[config.mk]
export PLATFORM = sky130hd
export DESIGN_NAME = fecs_top
export DESIGN_NICKNAME = d
export VERILOG_FILES = /design/src/inc/fecs_pkg.sv /design/src/hdl/fecs_top.sv
export VERILOG_INCLUDE_DIRS = /design/src /design/src/inc
export SDC_FILE = /design/constraint.sdc
export NUM_CORES = 1
export LEC_CHECK = 0
export BUFFER_PORTS_ARGS = -buffer_cell sky130_fd_sc_hd__buf_2
export CORE_MARGIN = 4
export CORE_UTILIZATION = 35
export CTS_CLUSTER_SIZE = 10
export DETAILED_ROUTE_END_ITERATION = 8
export PLACE_DENSITY_LB_ADDON = 0.25
export SLEW_MARGIN = 20
export SYNTH_ARGS = -nofsm -noshare
export SYNTH_HDL_FRONTEND = slang
export SYNTH_SLANG_ARGS = --single-unit
[constraint.sdc]
create_clock -name CORE_CLK_IN -period 5.46 [get_ports CORE_CLK_IN]
set_input_delay 0 -clock CORE_CLK_IN [delete_from_list [all_inputs] [get_ports CORE_CLK_IN]]
set_output_delay 0 -clock CORE_CLK_IN [all_outputs]
set_load 0.005 [all_outputs]
[src/inc/fecs_regs.svh]
// register indices, field positions, reset values and timing figures of the fan config block
`ifndef FECS_REGS_SVH
`define FECS_REGS_SVH

`define FECS_IDX_ENH        8'h45
`define FECS_IDX_FANCFG     8'h4A
`define FECS_IDX_PWMVAL     8'h4C

`define FECS_ENH_RST        8'h00
`define FECS_PROG_RST       1'b1
`define FECS_PWMVAL_RST     8'h00

`define FECS_BIT_RSVD       7
`define FECS_BIT_FILT       6
`define FECS_BIT_LUT_RESOLUTION_EXT       5
`define FECS_BIT_FINE       4
`define FECS_BIT_USF        3
`define FECS_BIT_RATE_HI    2
`define FECS_BIT_RATE_LO    1
`define FECS_BIT_RAMP_EN    0
`define FECS_BIT_PROG       5

`define FECS_LSB_MASK       8'hE7
`define FECS_COARSE_MASK    8'hF0
`define FECS_COARSE_STEP    8'h10
`define FECS_FINE_STEP      8'h01

`define FECS_CLK_MHZ        100
`define FECS_RAMP_T0_US     23000
`define FECS_RAMP_T1_US     46000
`define FECS_RAMP_T2_US     91000
`define FECS_RAMP_T3_US     182000
`define FECS_CNT_W          25

`endif
[src/inc/fecs_pkg.sv]
// types shared by the fan config and smoothing block
`include "fecs_regs.svh"

package fecs_pkg;

    typedef enum logic {
        FECS_HOLD,
        FECS_RAMP
    } fecs_ramp_t;

    typedef struct packed {
        logic [7:0]              enhanced_config;
        logic                    prog_en;
        logic [7:0]              pwm_val;
        logic [7:0]              duty;
        logic [`FECS_CNT_W-1:0]  cnt;
        fecs_ramp_t              ramp;
        logic                    waitreq;
        logic [31:0]             rdata;
        logic [7:0]              rem_lsb;
    } fecs_state_t;

endpackage

[src/hdl/fecs_top.sv]
// enhanced fan configuration register with duty-cycle smoothing ramp
//
// Summary of operation
// bit 7 of the enhanced config register always reads zero
// filter LSB enable clear forces remote low byte bits 4:3 to zero
// enable set with filter on passes the 1/16 and 1/32 bits through
// resolution extension bit selects 7-bit 1C or 8-bit 0.5C LUT temperatures
// at 22.5kHz fine select picks 0.39% steps, else 6.25%; ignored elsewhere
// format bit selects signed or unsigned high and critical setpoints
// ramp rate field picks 0.023, 0.046, 0.091 or 0.182 s per step
// ramp rate and ramp enable writes only land while programming enabled
// ramp enable clear applies duty at once, set ramps at selected interval
// spin-up and critical override bypass smoothing; only LUT changes ramp
// smoothing only works while the PWM frequency is 22.5kHz
// smoothing field and PWM value are read-only unless programming enabled
// each ramp interval moves duty one increment toward target, then stops
`timescale 1ns/1ps
`include "fecs_regs.svh"

module fecs_top #(
    parameter int RAMP0_CYCLES = `FECS_RAMP_T0_US * `FECS_CLK_MHZ,
    parameter int RAMP1_CYCLES = `FECS_RAMP_T1_US * `FECS_CLK_MHZ,
    parameter int RAMP2_CYCLES = `FECS_RAMP_T2_US * `FECS_CLK_MHZ,
    parameter int RAMP3_CYCLES = `FECS_RAMP_T3_US * `FECS_CLK_MHZ
) (
    input  wire logic        CORE_CLK_IN,
    input  wire logic        RST_B_IN,
    input  wire logic        CLK_EN_IN,
    input  wire logic [9:0]  AVS_ADDRESS_IN,
    input  wire logic        AVS_READ_IN,
    input  wire logic        AVS_WRITE_IN,
    input  wire logic [31:0] AVS_WRITEDATA_IN,
    input  wire logic [3:0]  AVS_BYTEENABLE_IN,
    output logic      [31:0] AVS_READDATA_OUT,
    output logic             AVS_WAITREQUEST_OUT,
    input  wire logic        FREQ_22K5_IN,
    input  wire logic        SPINUP_IN,
    input  wire logic [7:0]  SPINUP_DUTY_IN,
    input  wire logic        CRIT_TEMP_EVENT_IN,
    input  wire logic [7:0]  CRIT_DUTY_IN,
    input  wire logic [7:0]  LUT_DUTY_IN,
    input  wire logic        FILTER_ON_IN,
    input  wire logic [7:0]  REMOTE_LSB_RAW_IN,
    output logic      [7:0]  REMOTE_LSB_OUT,
    output logic      [7:0]  DUTY_OUT,
    output logic             FINE_DUTY_SELECT_OUT,
    output logic             LUT_RESOLUTION_EXT_OUT,
    output logic             SETPOINT_UNSIGNED_FORMAT_OUT,
    output logic             PWM_PROGRAM_ENABLE_OUT,
    output logic             RAMP_ACTIVE_OUT
);
    import fecs_pkg::*;

    ////////////////////////////////////////////////////////////////////////////

    fecs_state_t st_reg;
    fecs_state_t st_next;

    logic [7:0]              word_idx;
    logic                    bus_req;
    logic                    wr_take;
    logic                    fine_mode;
    logic [7:0]              target;
    logic                    smooth;
    logic [`FECS_CNT_W-1:0]  interval;

    // interval length in cycles for a rate code
    function automatic logic [`FECS_CNT_W-1:0] ramp_cycles(input logic [1:0] rate);
        logic [`FECS_CNT_W-1:0] c;
        c = `FECS_CNT_W'(RAMP0_CYCLES);
        case (rate)
            2'h0:    c = `FECS_CNT_W'(RAMP0_CYCLES);
            2'h1:    c = `FECS_CNT_W'(RAMP1_CYCLES);
            2'h2:    c = `FECS_CNT_W'(RAMP2_CYCLES);
            2'h3:    c = `FECS_CNT_W'(RAMP3_CYCLES);
            default: c = `FECS_CNT_W'(RAMP0_CYCLES);
        endcase
        return c;
    endfunction

    // snap a duty value to the active resolution
    function automatic logic [7:0] quantize(input logic [7:0] d, input logic fine);
        logic [7:0] q;
        q = fine ? d : (d & `FECS_COARSE_MASK);
        return q;
    endfunction

    // one increment toward the goal; snaps when closer than one step
    function automatic logic [7:0] step_toward(input logic [7:0] cur,
                                               input logic [7:0] goal,
                                               input logic       fine);
        logic [7:0] stp;
        logic [7:0] r;
        stp = fine ? `FECS_FINE_STEP : `FECS_COARSE_STEP;
        r   = goal;
        if (goal > cur) begin
            if (8'(goal - cur) > stp) begin
                r = 8'(cur + stp);
            end
        end else begin
            if (8'(cur - goal) > stp) begin
                r = 8'(cur - stp);
            end
        end
        return r;
    endfunction

    // register read mux
    function automatic logic [31:0] read_word(input logic [7:0] idx,
                                              input fecs_state_t s);
        logic [31:0] v;
        v = 32'h0000_0000;
        case (idx)
            `FECS_IDX_ENH: begin
                v[6:0] = s.enhanced_config[6:0];
            end
            `FECS_IDX_FANCFG: begin
                v[`FECS_BIT_PROG] = s.prog_en;
            end
            `FECS_IDX_PWMVAL: begin
                v[7:0] = s.duty;
            end
            default: begin
                v = 32'h0000_0000;
            end
        endcase
        return v;
    endfunction

    ////////////////////////////////////////////////////////////////////////////

    assign word_idx  = AVS_ADDRESS_IN[9:2];
    assign bus_req   = AVS_READ_IN | AVS_WRITE_IN;
    // writes land on the edge where waitrequest is seen low
    assign wr_take   = AVS_WRITE_IN & ~st_reg.waitreq & AVS_BYTEENABLE_IN[0];
    // fine select has no effect unless the PWM runs at 22.5kHz
    assign fine_mode = FREQ_22K5_IN & st_reg.enhanced_config[`FECS_BIT_FINE];
    assign interval  = ramp_cycles(st_reg.enhanced_config[`FECS_BIT_RATE_HI:`FECS_BIT_RATE_LO]);

    // duty source priority: critical override, spin-up, manual value, lookup table
    always_comb begin
        target = LUT_DUTY_IN;
        smooth = 1'b0;
        if (CRIT_TEMP_EVENT_IN) begin
            target = CRIT_DUTY_IN;
        end else if (SPINUP_IN) begin
            target = SPINUP_DUTY_IN;
        end else if (st_reg.prog_en) begin
            target = st_reg.pwm_val;
        end else begin
            target = LUT_DUTY_IN;
            smooth = st_reg.enhanced_config[`FECS_BIT_RAMP_EN] & FREQ_22K5_IN;
        end
    end

    ////////////////////////////////////////////////////////////////////////////

    always_comb begin
        st_next = st_reg;

        // bus handshake: one wait cycle, then a single answer cycle
        if (bus_req & st_reg.waitreq) begin
            st_next.waitreq = 1'b0;
            st_next.rdata   = read_word(word_idx, st_reg);
        end else begin
            st_next.waitreq = 1'b1;
        end

        if (wr_take) begin
            case (word_idx)
                `FECS_IDX_ENH: begin
                    st_next.enhanced_config[`FECS_BIT_FILT] = AVS_WRITEDATA_IN[`FECS_BIT_FILT];
                    st_next.enhanced_config[`FECS_BIT_LUT_RESOLUTION_EXT] = AVS_WRITEDATA_IN[`FECS_BIT_LUT_RESOLUTION_EXT];
                    st_next.enhanced_config[`FECS_BIT_FINE] = AVS_WRITEDATA_IN[`FECS_BIT_FINE];
                    st_next.enhanced_config[`FECS_BIT_USF]  = AVS_WRITEDATA_IN[`FECS_BIT_USF];
                    if (st_reg.prog_en) begin
                        st_next.enhanced_config[2:0] = AVS_WRITEDATA_IN[2:0];
                    end
                end
                `FECS_IDX_FANCFG: begin
                    st_next.prog_en = AVS_WRITEDATA_IN[`FECS_BIT_PROG];
                end
                `FECS_IDX_PWMVAL: begin
                    if (st_reg.prog_en) begin
                        st_next.pwm_val = AVS_WRITEDATA_IN[7:0];
                    end
                end
                default: begin
                    st_next.pwm_val = st_reg.pwm_val;
                end
            endcase
        end
        st_next.enhanced_config[`FECS_BIT_RSVD] = 1'b0;

        // extra filter bits only when enabled and the filter is running
        if (st_reg.enhanced_config[`FECS_BIT_FILT] & FILTER_ON_IN) begin
            st_next.rem_lsb = REMOTE_LSB_RAW_IN;
        end else begin
            st_next.rem_lsb = REMOTE_LSB_RAW_IN & `FECS_LSB_MASK;
        end

        // smoothing ramp; anything but a smoothed LUT change goes straight through
        if (!smooth) begin
            st_next.duty = quantize(target, fine_mode);
            st_next.cnt  = '0;
            st_next.ramp = FECS_HOLD;
        end else begin
            case (st_reg.ramp)
                FECS_HOLD: begin
                    st_next.cnt = '0;
                    if (st_reg.duty != quantize(target, fine_mode)) begin
                        st_next.ramp = FECS_RAMP;
                    end
                end
                FECS_RAMP: begin
                    if (st_reg.duty == quantize(target, fine_mode)) begin
                        st_next.ramp = FECS_HOLD;
                        st_next.cnt  = '0;
                    end else if (st_reg.cnt >= `FECS_CNT_W'(interval - 1'b1)) begin
                        st_next.cnt  = '0;
                        st_next.duty = step_toward(st_reg.duty,
                                                   quantize(target, fine_mode),
                                                   fine_mode);
                    end else begin
                        st_next.cnt = `FECS_CNT_W'(st_reg.cnt + 1'b1);
                    end
                end
                default: begin
                    st_next.ramp = FECS_HOLD;
                    st_next.cnt  = '0;
                end
            endcase
        end

        // a low enable freezes everything, bus handshake included
        if (!CLK_EN_IN) begin
            st_next = st_reg;
        end
    end

    ////////////////////////////////////////////////////////////////////////////

    always_ff @(posedge CORE_CLK_IN or negedge RST_B_IN) begin
        if (!RST_B_IN) begin
            st_reg.enhanced_config     <= `FECS_ENH_RST;
            st_reg.prog_en <= `FECS_PROG_RST;
            st_reg.pwm_val <= `FECS_PWMVAL_RST;
            st_reg.duty    <= 8'h00;
            st_reg.cnt     <= '0;
            st_reg.ramp    <= FECS_HOLD;
            st_reg.waitreq <= 1'b1;
            st_reg.rdata   <= 32'h0000_0000;
            st_reg.rem_lsb <= 8'h00;
        end else begin
            st_reg <= st_next;
        end
    end

    ////////////////////////////////////////////////////////////////////////////

    assign AVS_READDATA_OUT             = st_reg.rdata;
    assign AVS_WAITREQUEST_OUT          = st_reg.waitreq;
    assign REMOTE_LSB_OUT               = st_reg.rem_lsb;
    assign DUTY_OUT                     = st_reg.duty;
    assign FINE_DUTY_SELECT_OUT         = st_reg.enhanced_config[`FECS_BIT_FINE];
    // consumers read LUT temperatures and setpoints in the format these select
    assign LUT_RESOLUTION_EXT_OUT       = st_reg.enhanced_config[`FECS_BIT_LUT_RESOLUTION_EXT];
    assign SETPOINT_UNSIGNED_FORMAT_OUT = st_reg.enhanced_config[`FECS_BIT_USF];
    assign PWM_PROGRAM_ENABLE_OUT       = st_reg.prog_en;
    assign RAMP_ACTIVE_OUT              = (st_reg.ramp == FECS_RAMP);

endmodule // fecs_top

==> impl_metrics.env <==
export IMPL_dr_pass1_iters=7
export IMPL_start_kind="flip-flop"
export IMPL_final_hold_viol_count=0
export IMPL_pwr_share_clk_pct=42.0
export IMPL_worstSetupPathType="flip-flop to flip-flop"
export IMPL_die_area_um2=17800
export IMPL_layout_setup_ws_ns=1.13
export IMPL_maxSlewHeadroom_pct=43.3
export IMPL_routabilityCongestion=0.892
export IMPL_hold_end="DUTY_OUT[6]$_DFFE_PN0P_"
export IMPL_p_leak_nw=2.97
export IMPL_reg2reg_to="DUTY_OUT[4]$_DFFE_PN0P_"
export IMPL_required_ns=5.68
export IMPL_yosysUniqueCellTypes=67
export IMPL_yosysWarnings=0
export IMPL_wl_mm=13.8
export IMPL_max_clock_freq_mhz=231
export IMPL_switching_share_pct=28.6
export IMPL_final_net_count=833
export IMPL_use_met2_pct=27.1
export IMPL_ys_ff_latch=67
export IMPL_die_h_um=133
export IMPL_htreeDepth=3
export IMPL_grt_overflow=0
export IMPL_grtUsageMet3_pct=3.32
export IMPL_cts_sinks=67
export IMPL_cts_made_buffers=9
export IMPL_cts_tree="built"
export IMPL_intPower_mw=0.995
export IMPL_clkTransAtPathRegs_ns=0.06
export IMPL_worstPathMaxFanout=15
export IMPL_power_density_nw_per_um2=221
export IMPL_status="completed"
export IMPL_cts_root_buffer="clkbuf_16"
export IMPL_ys_async_sr_fraction_pct=100
export IMPL_initial_core_util_pct=36.0
export IMPL_synth_flop_cell="dfrtp_1"
export IMPL_first_iter_violations=283
export IMPL_antenna_found_initial=0
export IMPL_hold_path_depth=3
export IMPL_ys_seq_area_share_pct=30.5
export IMPL_drc_errors=0
export IMPL_setup_viol=0
export IMPL_vias_per_cell=5.18
export IMPL_fin_area_um2=6320
export IMPL_gr_usage_met1_pct=19.8
export IMPL_syn_area_um2=5510
export IMPL_r2r_cells=19
export IMPL_grt_max_degree=68
export IMPL_busiest_layer="met2"
export IMPL_r2r_start="PWM_PROGRAM_ENABLE_OUT$_DFFE_PN1P_"
export IMPL_synth_edf_count=0
export IMPL_std_cell_rows=45
export IMPL_cts_resized=0
export IMPL_pre_cts_ws_ns=1.20
export IMPL_finalMaxSlewViolations=0
export IMPL_drive_gt1_share_pct=22.2
export IMPL_synth_top_area_share_pct=29.5
export IMPL_finalCriticalPeriod_ns=4.33
export IMPL_worstHoldStart="CRIT_DUTY_IN[6]"
export IMPL_rsz0062_at_grt="false"
export IMPL_grt_total_usage_pct=15.6
export IMPL_finalNonFillerCells=910
export IMPL_yosys_area_top_type="dfrtp_1"
export IMPL_peakVddDrop_mv=0.161
export IMPL_dieWidth_um=133
export IMPL_r2r_slack_ns=1.13
export IMPL_grt_pass1_vias=4800
export IMPL_clock_latency_ns=0.33
export IMPL_cap_violations=0
export IMPL_avgRoutedWirePerCell_um=15.2
export IMPL_vias=4713
export IMPL_tns_ns=0
export IMPL_sequentialPowerShare_pct=37.8
export IMPL_core_um2=15300
export IMPL_power_switching_mw=0.399
export IMPL_syn_area_per_cell_um2=8.83
export IMPL_io_buffer_count=87
export IMPL_syn_inst=624
export IMPL_cp_arrival_ns=4.56
export IMPL_ant_nets=0
export IMPL_diodes=0
export IMPL_yosys_top_cells_area="dfrtp_1 30%, ha_1 11%, buf_4 6.9%, mux2_2 4.7%, o21ai_0 3.9%"
export IMPL_largest_register_ffs=37
export IMPL_ios=141
export IMPL_design_power_total_mw=1.39
export IMPL_grt_first_pass_wirelength_mm=23.2
export IMPL_dp_hpwl_mm=10.5
export IMPL_power_frac_comb_pct=20.1
export IMPL_dp_cells=876
export IMPL_clock_path_buffers=2
export IMPL_syn_to_final_growth_pct=14.7
export IMPL_hold_class="input port to flip-flop"
export IMPL_place_area_um2=5840
export IMPL_fin_skew_ns=0.00770
export IMPL_worstSetupEndpointType="flip-flop"
export IMPL_tightest_slew_ns=0.850
export IMPL_timing_final_crit_share_pct=79.4
-- kinds of logic (layout without fill, tap and decap cells) --
| kind of cell | after synthesis | count (layout) | synth area share (%) |
|---|---|---|---|
| buf+inv | 105 | 157 | 11.0 |
| other cells | 1 | 24 | 0.0680 |
| fa+ha+maj | 52 | 52 | 12.1 |
| xor+xnor | 11 | 11 | 1.88 |
| mux | 31 | 31 | 6.15 |
| compound gates | 164 | 164 | 21.0 |
| flops | 67 | 67 | 30.5 |
| simple gates | 193 | 193 | 17.3 |
-- worst max path at each step --
stage / start / end / cells past startpoint
floorplan: PWM_PROGRAM_ENABLE_OUT$_DFFE_PN1P_ / DUTY_OUT[0]$_DFFE_PN0P_ / 19
global placement: PWM_PROGRAM_ENABLE_OUT$_DFFE_PN1P_ / DUTY_OUT[5]$_DFFE_PN0P_ / 19
detailed placement: PWM_PROGRAM_ENABLE_OUT$_DFFE_PN1P_ / DUTY_OUT[4]$_DFFE_PN0P_ / 19
CTS: PWM_PROGRAM_ENABLE_OUT$_DFFE_PN1P_ / DUTY_OUT[4]$_DFFE_PN0P_ / 19
global route: PWM_PROGRAM_ENABLE_OUT$_DFFE_PN1P_ / DUTY_OUT[4]$_DFFE_PN0P_ / 19
finish: PWM_PROGRAM_ENABLE_OUT$_DFFE_PN1P_ / DUTY_OUT[4]$_DFFE_PN0P_ / 19
-- Yosys cell counts (3+ instances only) --
master / n
a211o_1: 3
a211oi_1: 5
a21o_1: 8
a21oi_1: 33
a21oi_2: 3
a221oi_1: 6
a22oi_1: 6
a31oi_1: 5
and2_1: 5
and3_1: 12
and4_1: 3
buf_2: 6
buf_4: 51
clkbuf_1: 12
dfrtp_1: 65
ha_1: 50
inv_1: 32
mux2_2: 23
mux2i_1: 8
nand2_1: 53
nand2b_1: 10
nand3_1: 23
nand4_1: 8
nor2_1: 41
nor2b_1: 11
nor3_1: 14
nor4b_1: 3
o21a_1: 4
o21ai_0: 43
o21ai_1: 4
o31ai_1: 14
o41ai_2: 6
xnor2_1: 5
xor2_1: 5
-- metal layers --
layer	part of all wire, %	up-vias
met2	49	127
li1	-	2305
met4	1.4	0
met5	0	-
met3	4.7	17
met1	45	2264
-- final cells by class --
class                   instances  area, µm²
clock buffers                  11        243
well taps                     211        264
fillers                      1567       8990
clock inverters                 5       61.3
flip-flops and latches         67       1680
multi-input cells             475       3310
inverters                      32        120
repair buffers                109        646
-- worst max-delay path, stage by stage, from the launching register on --
cell and delay, ns:
dfstp_2 0.76, mux2i_1 0.23, nor2_1 0.05, a21oi_1 0.11, o21ai_0 0.13, nand2_1 0.16, inv_1 0.06, ha_1 0.20
fa_1 0.39, nand2b_1 0.20, a21oi_1 0.25, a21oi_1 0.08, ha_1 0.30, nand3_1 0.09, nand2_1 0.07, and4_1 0.25
a21oi_4 0.27, o21a_2 0.24, nor2_2 0.08, a221oi_1 0.29
-- power groups by stage --
stage | Combinational [mW] | Clock (mW) | Sequential [mW]
6_report | 0.281 | 0.586 | 0.528
5_1_grt | 0.312 | 0.625 | 0.530
4_1_cts | 0.281 | 0.602 | 0.528
3_5_place_dp | 0.270 | 0 | 0.537
3_3_place_gp | 0.267 | 0 | 0.536
2_1_floorplan | 0.217 | 0 | 0.529
-- stage by stage --
stage          hold WS, ns  utilization [%]
3_3_place_gp         0.232             38.1
3_5_place_dp         0.241             38.1
5_1_grt             0.0676             41.3
6_report            0.0481             41.3
4_1_cts             0.0462             41.3
2_1_floorplan       -0.296                -
-- cells in the final DEF (no fill, tap or decap), types with 4 or more instances in the layout --
| master | n |
|---|---|
| buf_4 | 4 |
| and3_1 | 12 |
| o41ai_2 | 6 |
| o31ai_1 | 14 |
| and2_1 | 5 |
| inv_1 | 32 |
| nand4_1 | 8 |
| nor3_1 | 14 |
| a211oi_1 | 5 |
| nand2_1 | 53 |
| dfrtp_1 | 65 |
| o21ai_0 | 43 |
| a21o_1 | 8 |
| ha_1 | 50 |
| clkbuf_16 | 9 |
| xnor2_1 | 5 |
| conb_1 | 24 |
| buf_2 | 87 |
| nand2b_1 | 10 |
| xor2_1 | 5 |
| nand3_1 | 23 |
| mux2_2 | 23 |
| o21ai_1 | 4 |
| o21a_1 | 4 |
| a21oi_1 | 33 |
| mux2i_1 | 8 |
| nor2_1 | 41 |
| a31oi_1 | 5 |
| nor2b_1 | 11 |
| a22oi_1 | 6 |
| dlygate4sd3_1 | 18 |
| a221oi_1 | 6 |
-- timing repair --
action | CTS | global route
buffers inserted | 0 | 0
hold buffers | 18 | 0
hold endpoints to repair | 89 | 0
Note: power is estimated with default switching activity, not from simulation.
